`config.mk`:
```
export PLATFORM = sky130hd
export DESIGN_NAME = enclosure_purge_sequencer
export DESIGN_NICKNAME = d
export VERILOG_FILES = /design/src/hw/sync2.v /design/src/hw/enclosure_purge_sequencer.v
export VERILOG_INCLUDE_DIRS = /design/src /design/src/hw
export SDC_FILE = /design/constraint.sdc
export NUM_CORES = 1
export LEC_CHECK = 0
export BUFFER_PORTS_ARGS = -buffer_cell sky130_fd_sc_hd__buf_2
export CAP_MARGIN = 20
export CORE_UTILIZATION = 55
export DETAILED_ROUTE_END_ITERATION = 10
export MAX_ROUTING_LAYER = met4
export PLACE_DENSITY = 0.76
export REMOVE_ABC_BUFFERS = 1
export SLEW_MARGIN = 5
export SYNTH_ARGS = -nofsm -noshare
export SYNTH_HDL_FRONTEND = slang
export SYNTH_SLANG_ARGS = --single-unit
export TNS_END_PERCENT = 50
```
`constraint.sdc`:
```
create_clock -name clk_i -period 2.42 [get_ports clk_i]
set_input_delay 0.121 -clock clk_i [delete_from_list [all_inputs] [get_ports clk_i]]
set_output_delay 0.121 -clock clk_i [all_outputs]
set_load 0.05 [all_outputs]
```
`src/hw/purge_defines.vh`:
```
// Constants for the enclosure purge sequencer
// Assumes inclusion by bare name from design files
`ifndef PURGE_DEFINES_VH
`define PURGE_DEFINES_VH
`define PH_PREP          2'h0
`define PH_PURGE         2'h1
`define PH_OPER          2'h2
`define SEL_NORMAL       4'h0
`define SEL_PURGE_TIME   4'h2
`define SEL_BYPASS       4'h9
`define MIN_W            8
`define CLK_HZ           36'h5f5e100
`define SEC_PER_MIN      36'h3c
`define MIN_CYCLES       (`CLK_HZ * `SEC_PER_MIN)
`define AUX_FN_OPER      2'h0
`define AUX_FN_READY     2'h1
`define AUX_FN_ALARM     2'h2
`define AUX_FN_OFF       2'h3
`endif

```
`src/hw/sync2.v`:
```
// Two flip-flop synchroniser for a bus of levels
// Assumes inputs are asynchronous to clk_i
`timescale 1ns/100ps
module sync2 #(
   parameter W = 1
) (
   input  wire         clk_i,
   input  wire         rst_n_i,
   input  wire [W-1:0] d_i,
   output wire [W-1:0] q_o
);
   reg [W-1:0] meta;
   reg [W-1:0] stab;
   always @(posedge clk_i) begin
      if (!rst_n_i) begin
         meta <= {W{1'b0}};
         stab <= {W{1'b0}};
      end else begin
         meta <= d_i;
         stab <= meta;
      end
   end
   assign q_o = stab;
endmodule // sync2

```
`src/hw/enclosure_purge_sequencer.v`:
```
// Phase sequencer for a pressurised-enclosure controller
// Assumes comparator, selector and jumper inputs are asynchronous pins
`timescale 1ns/100ps
`include "purge_defines.vh"
module enclosure_purge_sequencer #(
   parameter [35:0] MIN_CYCLES = `MIN_CYCLES
) (
   input  wire              clk_i,
   input  wire              rst_n_i,
   input  wire              power_ok_i,
   input  wire              dust_zone_i,
   input  wire              above_min_i,
   input  wire              above_purge_i,
   input  wire              above_max_i,
   input  wire [3:0]        selector_i,
   input  wire              bypass_jumper_i,
   input  wire [`MIN_W-1:0] purge_minutes_i,
   input  wire [1:0]        aux_function_i,
   output reg  [1:0]        phase_o,
   output reg               purge_valve_o,
   output reg               enable_relay_o,
   output reg               enable_led_o,
   output reg               aux_relay_o,
   output reg               alarm_o,
   output reg               bypass_display_o,
   output reg               show_pressure_o,
   output reg  [`MIN_W-1:0] remain_minutes_o,
   output reg  [5:0]        remain_seconds_o
);
   wire [5:0] pin_sync;
   wire       s_pow;
   wire       s_min;
   wire       s_prg;
   wire       s_max;
   wire       s_jmp;
   wire       s_dust;
   wire [3:0] s_sel;
   reg  [1:0] phase;
   reg  [`MIN_W-1:0] min_cnt;
   reg  [5:0]  sec_cnt;
   reg  [31:0] tick_cnt;
   reg         bypass;
   reg  [1:0]  next_phase;
   wire        in_window;
   wire        purge_ok;
   wire        done;
   wire        tick;
   wire        sec_tick;

   // Cycles in one purge second and the last count of the tick counter
   localparam [35:0] SEC_CYCLES = MIN_CYCLES / `SEC_PER_MIN;
   localparam [31:0] SEC_LAST   = SEC_CYCLES[31:0] - 32'h1;

   // enable decode for relay and indicator
   function enable_ok;
      input [1:0] ph;
      input       mn;
      input       mx;
      input       dz;
      input       byp;
      begin
         enable_ok = (ph == `PH_OPER) && ((mn && (dz || !mx)) || byp);
      end
   endfunction

   function aux_decode;
      input [1:0] fn;
      input [1:0] ph;
      input       mn;
      begin
         case (fn)
            `AUX_FN_OPER: begin
               aux_decode = (ph == `PH_OPER);
            end
            `AUX_FN_READY: begin
               aux_decode = (ph == `PH_OPER) && mn;
            end
            `AUX_FN_ALARM: begin
               aux_decode = (ph == `PH_OPER) && !mn;
            end
            default: begin
               aux_decode = 1'b0;
            end
         endcase
      end
   endfunction

   sync2 #(.W(6)) u_sync_bits (
      .clk_i   (clk_i),
      .rst_n_i (rst_n_i),
      .d_i     ({power_ok_i, dust_zone_i, above_min_i, above_purge_i,
                 above_max_i, bypass_jumper_i}),
      .q_o     (pin_sync)
   );
   sync2 #(.W(4)) u_sync_sel (
      .clk_i   (clk_i),
      .rst_n_i (rst_n_i),
      .d_i     (selector_i),
      .q_o     (s_sel)
   );
   assign s_pow  = pin_sync[5];
   assign s_dust = pin_sync[4];
   assign s_min  = pin_sync[3];
   assign s_prg  = pin_sync[2];
   assign s_max  = pin_sync[1];
   assign s_jmp  = pin_sync[0];

   assign in_window = s_min & ~s_max;
   assign purge_ok  = s_prg & ~s_max & s_min;
   assign done      = (min_cnt == {`MIN_W{1'b0}}) && (sec_cnt == 6'h0);
   assign tick      = (tick_cnt == SEC_LAST);
   // dust zone keeps the count still
   assign sec_tick  = tick & purge_ok & ~done & ~s_dust;

   always @* begin
      next_phase = phase;
      case (phase)
         `PH_PREP: begin
            if (s_dust) begin
               if (s_pow && s_min)
                  next_phase = `PH_OPER;
            end else if (s_pow && in_window && purge_minutes_i != {`MIN_W{1'b0}}) begin
               next_phase = `PH_PURGE;
            end
         end
         `PH_PURGE: begin
            if (done)
               next_phase = `PH_OPER;
         end
         `PH_OPER: begin
            if (!s_dust && !s_min && !bypass)
               next_phase = `PH_PURGE;
         end
         default: next_phase = `PH_PREP;
      endcase
      if (!s_pow)
         next_phase = `PH_PREP;
   end

   // Phase register
   always @(posedge clk_i) begin
      if (!rst_n_i) begin
         phase <= `PH_PREP;
      end else begin
         phase <= next_phase;
      end
   end

   // bypass latch, held while the jumper stays fitted
   always @(posedge clk_i) begin
      if (!rst_n_i) begin
         bypass <= 1'b0;
      end else begin
         bypass <= s_jmp && (bypass || (s_sel == `SEL_BYPASS));
      end
   end

   // one-second tick, restarted while out of limits
   always @(posedge clk_i) begin
      if (!rst_n_i) begin
         tick_cnt <= 32'h0;
      end else if (tick || !purge_ok) begin
         tick_cnt <= 32'h0;
      end else begin
         tick_cnt <= tick_cnt + 32'h1;
      end
   end

   // Purge countdown in minutes and seconds
   always @(posedge clk_i) begin
      if (!rst_n_i) begin
         min_cnt <= purge_minutes_i;
         sec_cnt <= 6'h0;
      // reload in preparation or on repurge
      end else if (phase == `PH_PREP || (phase == `PH_OPER && next_phase == `PH_PURGE)) begin
         min_cnt <= purge_minutes_i;
         sec_cnt <= 6'h0;
      end else if (bypass && phase == `PH_OPER && !s_min) begin
         min_cnt <= purge_minutes_i;
         sec_cnt <= 6'h0;
      end else if (sec_tick) begin
         if (sec_cnt == 6'h0) begin
            sec_cnt <= 6'h3b;
            min_cnt <= min_cnt - {{(`MIN_W-1){1'b0}}, 1'b1};
         end else begin
            sec_cnt <= sec_cnt - 6'h1;
         end
      end
   end

   // Phase output mirrors the phase register
   always @(posedge clk_i) begin
      if (!rst_n_i) begin
         phase_o <= `PH_PREP;
      end else begin
         phase_o <= next_phase;
      end
   end

   always @(posedge clk_i) begin
      if (!rst_n_i) begin
         purge_valve_o <= 1'b0;
      end else begin
         purge_valve_o <= (next_phase == `PH_PURGE);
      end
   end

   always @(posedge clk_i) begin
      if (!rst_n_i) begin
         enable_relay_o <= 1'b0;
      end else begin
         enable_relay_o <= enable_ok(next_phase, s_min, s_max, s_dust, bypass);
      end
   end

   always @(posedge clk_i) begin
      if (!rst_n_i) begin
         enable_led_o <= 1'b0;
      end else begin
         enable_led_o <= enable_ok(next_phase, s_min, s_max, s_dust, bypass);
      end
   end

   always @(posedge clk_i) begin
      if (!rst_n_i) begin
         aux_relay_o <= 1'b0;
      end else begin
         aux_relay_o <= aux_decode(aux_function_i, next_phase, s_min);
      end
   end

   // dust zone alarm, only while operating
   always @(posedge clk_i) begin
      if (!rst_n_i) begin
         alarm_o <= 1'b0;
      end else begin
         alarm_o <= s_dust && (next_phase == `PH_OPER) && !s_min;
      end
   end

   always @(posedge clk_i) begin
      if (!rst_n_i) begin
         bypass_display_o <= 1'b0;
      end else begin
         bypass_display_o <= bypass;
      end
   end

   always @(posedge clk_i) begin
      if (!rst_n_i) begin
         show_pressure_o <= 1'b0;
      end else begin
         show_pressure_o <= (next_phase == `PH_OPER);
      end
   end

   always @(posedge clk_i) begin
      if (!rst_n_i) begin
         remain_minutes_o <= {`MIN_W{1'b0}};
         remain_seconds_o <= 6'h0;
      end else begin
         remain_minutes_o <= min_cnt;
         remain_seconds_o <= sec_cnt;
      end
   end
endmodule // enclosure_purge_sequencer

```
### Yosys cells after proc, flatten, opt, wreduce, memory -nomap -nowiden

Cells that the tools add are included.

| word-level totals | value |
|---|---|
| output and inout port bits | 23 |
| register bits | 89 |
| bits of input ports | 22 |
| logic and storage cells | 88 |

| operators by class | value |
|---|---|
| add/subtract/negate cells | 3 |
| equal/unequal tests | 10 |
| muxes and demuxes | 14 |
| reductions and logical operators | 34 |
| bitwise operators | 10 |

Operators with widths:

| operator | count |
|---|---|
| 8-bit 2-to-1 mux | 5 |
| 32-bit by 1-bit adder with 32-bit output, second input constant | 1 |
| 32-bit by 27-bit equality test with 1-bit output, second input constant | 1 |
| 1-bit logical AND | 16 |
| 2-bit 2-to-1 mux | 6 |
| 8-bit logical NOT | 1 |
| 4-bit by 1-bit != test with 1-bit output, second input constant | 2 |
| 8-bit nonzero test | 1 |
| 8-bit by 1-bit subtractor with 8-bit output, second input constant | 1 |
| 1-bit AND | 6 |
| 2-bit by 1-bit equality test with 1-bit output, second input constant | 3 |
| 2-bit equality test, second input constant | 3 |
| 6-bit logical NOT | 1 |
| 6-bit 2-to-1 mux | 1 |
| 2-bit case mux with 3 select lines | 1 |
| 6-bit by 1-bit subtractor with 6-bit output, second input constant | 1 |
| 1-bit logical NOT | 5 |
| 1-bit logical OR | 5 |
| 4-bit equality test, second input constant | 1 |
| 2-bit logical NOT | 2 |
| 1-bit inverter | 4 |
| 1-bit case mux with 3 select lines | 1 |
| 3-bit OR reduction | 1 |
| 2-bit AND reduction | 1 |
| 2-bit OR reduction | 1 |

### Longest topological paths before layout

| logic depth | value |
|---|---|
| word-level depth | 13 |
| gate-level depth with buffers | 7 |
| mapped depth without buffers | 7 |

### By module

A second synthesis with hierarchy kept.

| second synthesis, totals | value |
|---|---|
| cells, all modules | 376 |
| area total of the unflattened synthesis | 3679.8 um^2 |

Modules (own cells, without submodules):

| module | sequential area each (um^2) | times used | area each (um^2) | cells each |
|---|---|---|---|---|
| enclosure_purge_sequencer | 1461.4 | 1 | 3133.0 | 335 |
| sync2 (u_sync_bits) | 240.2 | 1 | 336.6 | 25 |
| sync2 (u_sync_sel) | 160.2 | 1 | 210.2 | 16 |

### Least setup slack after synthesis

OpenSTA, ideal clock, no wires.

| timing | value |
|---|---|
| path type | register to register |
| start | register, netlist name phase_o[1] |
| end | register min_cnt[0], enable pin |
| slack | 297 ps |
| period minus slack after synthesis | 2123 ps |
| path buffers | 1 |
| required time | 2111 ps |
| setup time | 309 ps |
| cell stages (with the launch flop) | 5 |
| arrival | 1814 ps |
| cells stage by stage | dfxtp_1 > nor4bb_1 > a211o_1 > clkbuf_1 > a21o_2 |

RTL lines:

| element | line | source |
|---|---|---|
| end signal: assignment | enclosure_purge_sequencer.v:172 | `min_cnt <= purge_minutes_i;` |
| end signal: assignment | enclosure_purge_sequencer.v:176 | `min_cnt <= purge_minutes_i;` |
| end signal: assignment | enclosure_purge_sequencer.v:179 | `min_cnt <= purge_minutes_i;` |
| end: declaration | enclosure_purge_sequencer.v:39 | `` reg [`MIN_W-1:0] min_cnt; `` |

### Worst setup path in the final report

| timing | value |
|---|---|
| start | register tick_cnt[0] |
| end | register tick_cnt[5] |

| between the ends | value |
|---|---|
| cells in the longest elaborated chain, start to end | 3 |
| elaborated cells on any way between the ends | 4 |
| classes of those cells | add/sub: 1; eq/ne: 1; reduce/logical: 2 |

RTL lines:

| element | line | source |
|---|---|---|
| start: declaration | enclosure_purge_sequencer.v:41 | `reg [31:0] tick_cnt;` |
| start signal: assignment | enclosure_purge_sequencer.v:165 | `tick_cnt <= tick_cnt + 32'h1;` |
| branches (longest 3 deep; another with 32-bit by 1-bit adder with 32-bit output) | n/a |  |

Parallel ways; which one is timed is not known.
A chain may end at the register's enable or synchronous reset.

==> results.txt <==
----------------------------------------------------
[Clock tree]
  CTS tree ... done
  Max clock buf depth ... 2
  Reg clk slew, reported paths ... 100 ps
  Num CTS Buffers ... 9
  Insertion delay to the later sink of the worst-skew pair ... 360 ps
  Number of post-CTS setup repair buffers ... 0
  # H-tree levels ... 3
  CTS Sinks ... 89
  Clock root buffer master ... sky130_fd_sc_hd__clkbuf_8

[GRT]
  GRT Util Overall ... 22.5%
  Vias in the first global route ... 2624
  Leftover overflow at the end of global routing ... 0
  Maximum number of pins on one net before global-route repair ... 36
  Antenna violations before repair ... 0
  Global-route wire length before repair ... 12.2 mm

[Drt]
  Highest metal layer with signal wires ... met4
  Post-detailed-route via-to-cell ratio ... 5.39
  Final ANT Viol Nets ... 0
  DRC violations left ... 8
  Met2 Routed Length ... 3.45 mm
  WL met1 ... 3.45 mm
  Number of search-and-repair iterations in the first detailed-routing pass ... 7
  Drt first-iter violations ... 89
  Detailed-route wire length per cell ... 13.9 µm
  Total via count in the routed design ... 2848
  Routed length on met3 ... 331 µm
  Wire length reported by the detailed router ... 7.33 mm

[Worst hold path]
  Min-Delay Startpoint ... aux_function_i[0]
  Classification of the worst-slack hold path ... in2reg
  Depth of the worst hold-timing path ... 3
  Worst min-delay path endpoint ... aux_relay_o$_SDFF_PN0_

[Logic synthesis]
  Summed instance area of the synthesized netlist ... 0.00372 mm²
  Instance count of the mapped netlist ... 387
  Unique masters post-synth ... 50
  Flip-flop and latch count after synthesis ... 89
  Average cell area after synthesis ... 9.61 µm²
  Synth Area in XOR/XNOR ... 8.24%
  Mux share of post-synthesis cell area ... 0.538%
  Post-synth EDFFs ... 8
  Part of the Yosys area used for sequential elements ... 50.1%
  Post-synthesis compound-gate area fraction ... 6.19%
  Yosys synthesis warning count ... 0
  Cell types occupying the most area after synthesis ... sky130_fd_sc_hd__dfxtp_1 44%, sky130_fd_sc_hd__edfxtp_1 6.5%, sky130_fd_sc_hd__xor2_1 6.4%
  Asr flop ratio synth ... 0%
  Share of the synthesized area in the top cell type ... 43.6%
  Largest area contributor in the netlist ... sky130_fd_sc_hd__dfxtp_1
  Area share of and/or/nand/nor cells after synthesis ... 29.2%
  Prevailing post-synth register cell ... sky130_fd_sc_hd__dfxtp_1
  Main combinational cell family by area after synthesis ... simple AND/OR/NAND/NOR gates
  Adder-cell share of the synthesized area ... 2.69%

[Floorplan]
  X dimension of the die ... 84.2 µm
  Initial Util ... 57.9%
  Die ar. ... 0.00709 mm²
  Site row count ... 29
  Number of top-level design ports ... 45
  Die outline height ... 84.2 µm
  Core Region ... 0.00642 mm²

[Worst setup path]
  Origin of the critical flop-to-flop path ... tick_cnt[0]$_SDFF_PP0_
  Worst-path maximum fanout ... 32
  Crit Path Category ... reg2reg
  Launching element of the worst setup path ... tick_cnt[0]$_SDFF_PP0_
  Worst R2R Path Depth ... 7
  Arrival time worst endpoint ... 2300 ps
  Data required time at the worst endpoint ... 2670 ps
  RR Endpoint ... tick_cnt[5]$_SDFF_PP0_
  Internal reg-to-reg setup slack ... 370 ps
  Worst setup EP type ... register
  Kind of start point of the critical path ... register

[Timing]
  Final period util ... 84.7%
  Tightest Pin Transition ... 495 ps
  Max Transition Viols Final ... 0
  Worst Slack Setup Final ... 371 ps
  Max frequency ... 488 MHz
  Minimum clock period ... 2050 ps
  Relative max-transition margin ... 66.7%
  Setup repair after global routing missed its margin ... false
  Clock tree skew after final layout ... 10.2 ps
  Setup TNS ... 0 ps
  # setup viols final ... 0
  Final Hold Violating Endpoints ... 0

[Cells and area]
  Top library cells by usage in the layout, fill and taps aside ... 81 x sky130_fd_sc_hd__dfxtp_1, 51 x sky130_fd_sc_hd__nor2_1, 44 x sky130_fd_sc_hd__buf_2
  Syn-to-layout area delta ... 15.8%
  Final cell utilization of the core ... 67.1%
  Proportion of layout cells with a drive suffix above 1 ... 17.5%
  Number of antenna diodes ... 0
  Count of nets after finishing ... 476
  Most common library cell in the layout ignoring fill and taps ... sky130_fd_sc_hd__dfxtp_1

[Place]
  Setup Slack @ Placement ... 420 ps
  I/O Buffers ... 44
  HPWL Detailed ... 5.00 mm
  Final RePlAce weighted congestion ... 0.906

[Job]
  Max-capacitance violation count ... 0

[Power]
  Total power per unit cell area ... 603 mW/mm²
  Peak ir drop on the vdd network ... 0.317 mV
  Leak Pwr ... 1.69 nW

[Run status]
  Violations in the final reports ... design-rule violations
  Outcome ... finished with violations

----------------------------------------------------
## state kept, by name, indices dropped and copies added, names as in the netlist
| name | count |
|---|---|
| tick_cnt | 32 |
| min_cnt | 8 |
| remain_minutes_o | 8 |
| remain_seconds_o | 6 |
| sec_cnt | 6 |
| u_sync_bits.meta | 6 |
| u_sync_bits.q_o | 6 |
| u_sync_sel.meta | 4 |
| u_sync_sel.q_o | 4 |
| phase_o | 2 |
| alarm_o | 1 |
| aux_relay_o | 1 |
| bypass | 1 |
| bypass_display_o | 1 |
| enable_led_o | 1 |
| purge_valve_o | 1 |
| show_pressure_o | 1 |
## worst max path at each step
stage                               to  slack, ps  cells past startpoint
3_3_place_gp   tick_cnt[27]$_SDFF_PP0_        480                      7
6_report        tick_cnt[5]$_SDFF_PP0_        370                      7
5_1_grt             alarm_o$_SDFF_PN0_        220                      5
2_1_floorplan  tick_cnt[10]$_SDFF_PP0_        260                      6
3_5_place_dp   tick_cnt[26]$_SDFF_PP0_        420                      7
4_1_cts        tick_cnt[28]$_SDFF_PP0_        390                      7
## cell families after synthesis
logic type / Yosys count
xor gates and xnor gates: 35
and+or+nand+nor: 195
adders and majority gates: 8
buffers and inverters: 24
muxes: 2
AOI/OAI and AO/OA: 34
DFF: 89
## final cells by class
| type | instances | area, µm² |
|---|---|---|
| clock buffer | 10 | 128 |
| clock inverter | 6 | 50.0 |
| multi-input combinational | 274 | 1740 |
| fill | 517 | 2120 |
| sequential | 89 | 1860 |
| tap | 77 | 96.3 |
| timing repair buffer | 61 | 385 |
| inverter | 11 | 41.3 |
## synthesized netlist by cell type, types with 2 or more instances
cell                       number
sky130_fd_sc_hd__nand2b_1       3
sky130_fd_sc_hd__and2_1        34
sky130_fd_sc_hd__buf_6          2
sky130_fd_sc_hd__a21oi_1       11
sky130_fd_sc_hd__nor4_1         4
sky130_fd_sc_hd__nor3b_1        2
sky130_fd_sc_hd__nor4bb_1       2
sky130_fd_sc_hd__xnor2_1        8
sky130_fd_sc_hd__a211oi_1       4
sky130_fd_sc_hd__edfxtp_1       8
sky130_fd_sc_hd__mux2i_1        2
sky130_fd_sc_hd__and4_1         2
sky130_fd_sc_hd__and3_1         4
sky130_fd_sc_hd__or3_1          4
sky130_fd_sc_hd__inv_1         11
sky130_fd_sc_hd__o21ai_0       10
sky130_fd_sc_hd__xor2_1        27
sky130_fd_sc_hd__nor4b_1        2
sky130_fd_sc_hd__nor3_1         7
sky130_fd_sc_hd__nand3_1       22
sky130_fd_sc_hd__nand4b_1       4
sky130_fd_sc_hd__nand2_1       29
sky130_fd_sc_hd__ha_1           8
sky130_fd_sc_hd__buf_2          3
sky130_fd_sc_hd__nor2_1        51
sky130_fd_sc_hd__dfxtp_1       81
sky130_fd_sc_hd__clkbuf_1       6
sky130_fd_sc_hd__nor2b_1        2
sky130_fd_sc_hd__nand4_1       12
sky130_fd_sc_hd__nor4_2         2
## layer usage
layer / up-vias / global-route usage [%]
li1: 1447 / -
met4: 0 / 7.84
met1: 1322 / 28.5
met5: - / -
met2: 69 / 35.3
met3: 10 / 5.51
## critical path, stage by stage, from the launching register on
cell                      delay [ps]
sky130_fd_sc_hd__dfxtp_1         390
sky130_fd_sc_hd__ha_1            260
sky130_fd_sc_hd__and4_4          300
sky130_fd_sc_hd__nand3_1         110
sky130_fd_sc_hd__or3_1           430
sky130_fd_sc_hd__nand4_1         160
sky130_fd_sc_hd__buf_12          200
sky130_fd_sc_hd__nor2_1           80
## per-stage QoR
stage	total power, mW	std cells	hold WS (ps)	instance area, µm²
global placement	1.67	502	330	4030
global route	2.70	528	81.3	4310
CTS	2.61	528	62.6	4310
detailed placement	1.68	502	333	4030
finish	2.60	528	76.5	4310
floorplan	1.63	374	235	3650
## power breakdown
| part | internal (mW) | total [mW] | switching (mW) |
|---|---|---|---|
| Combinational | 0.0548 | 0.124 | 0.0689 |
| Sequential | 1.51 | 1.53 | 0.0158 |
| Clock | 0.389 | 0.943 | 0.554 |
| Total | 1.96 | 2.60 | 0.639 |
## timing repair
action / 4_1_cts / 5_1_grt
hold buffers: 10 / 0
gates resized for setup: 0 / 0
hold endpoints to repair: 10 / 0
(Power assumes the default switching activity.)
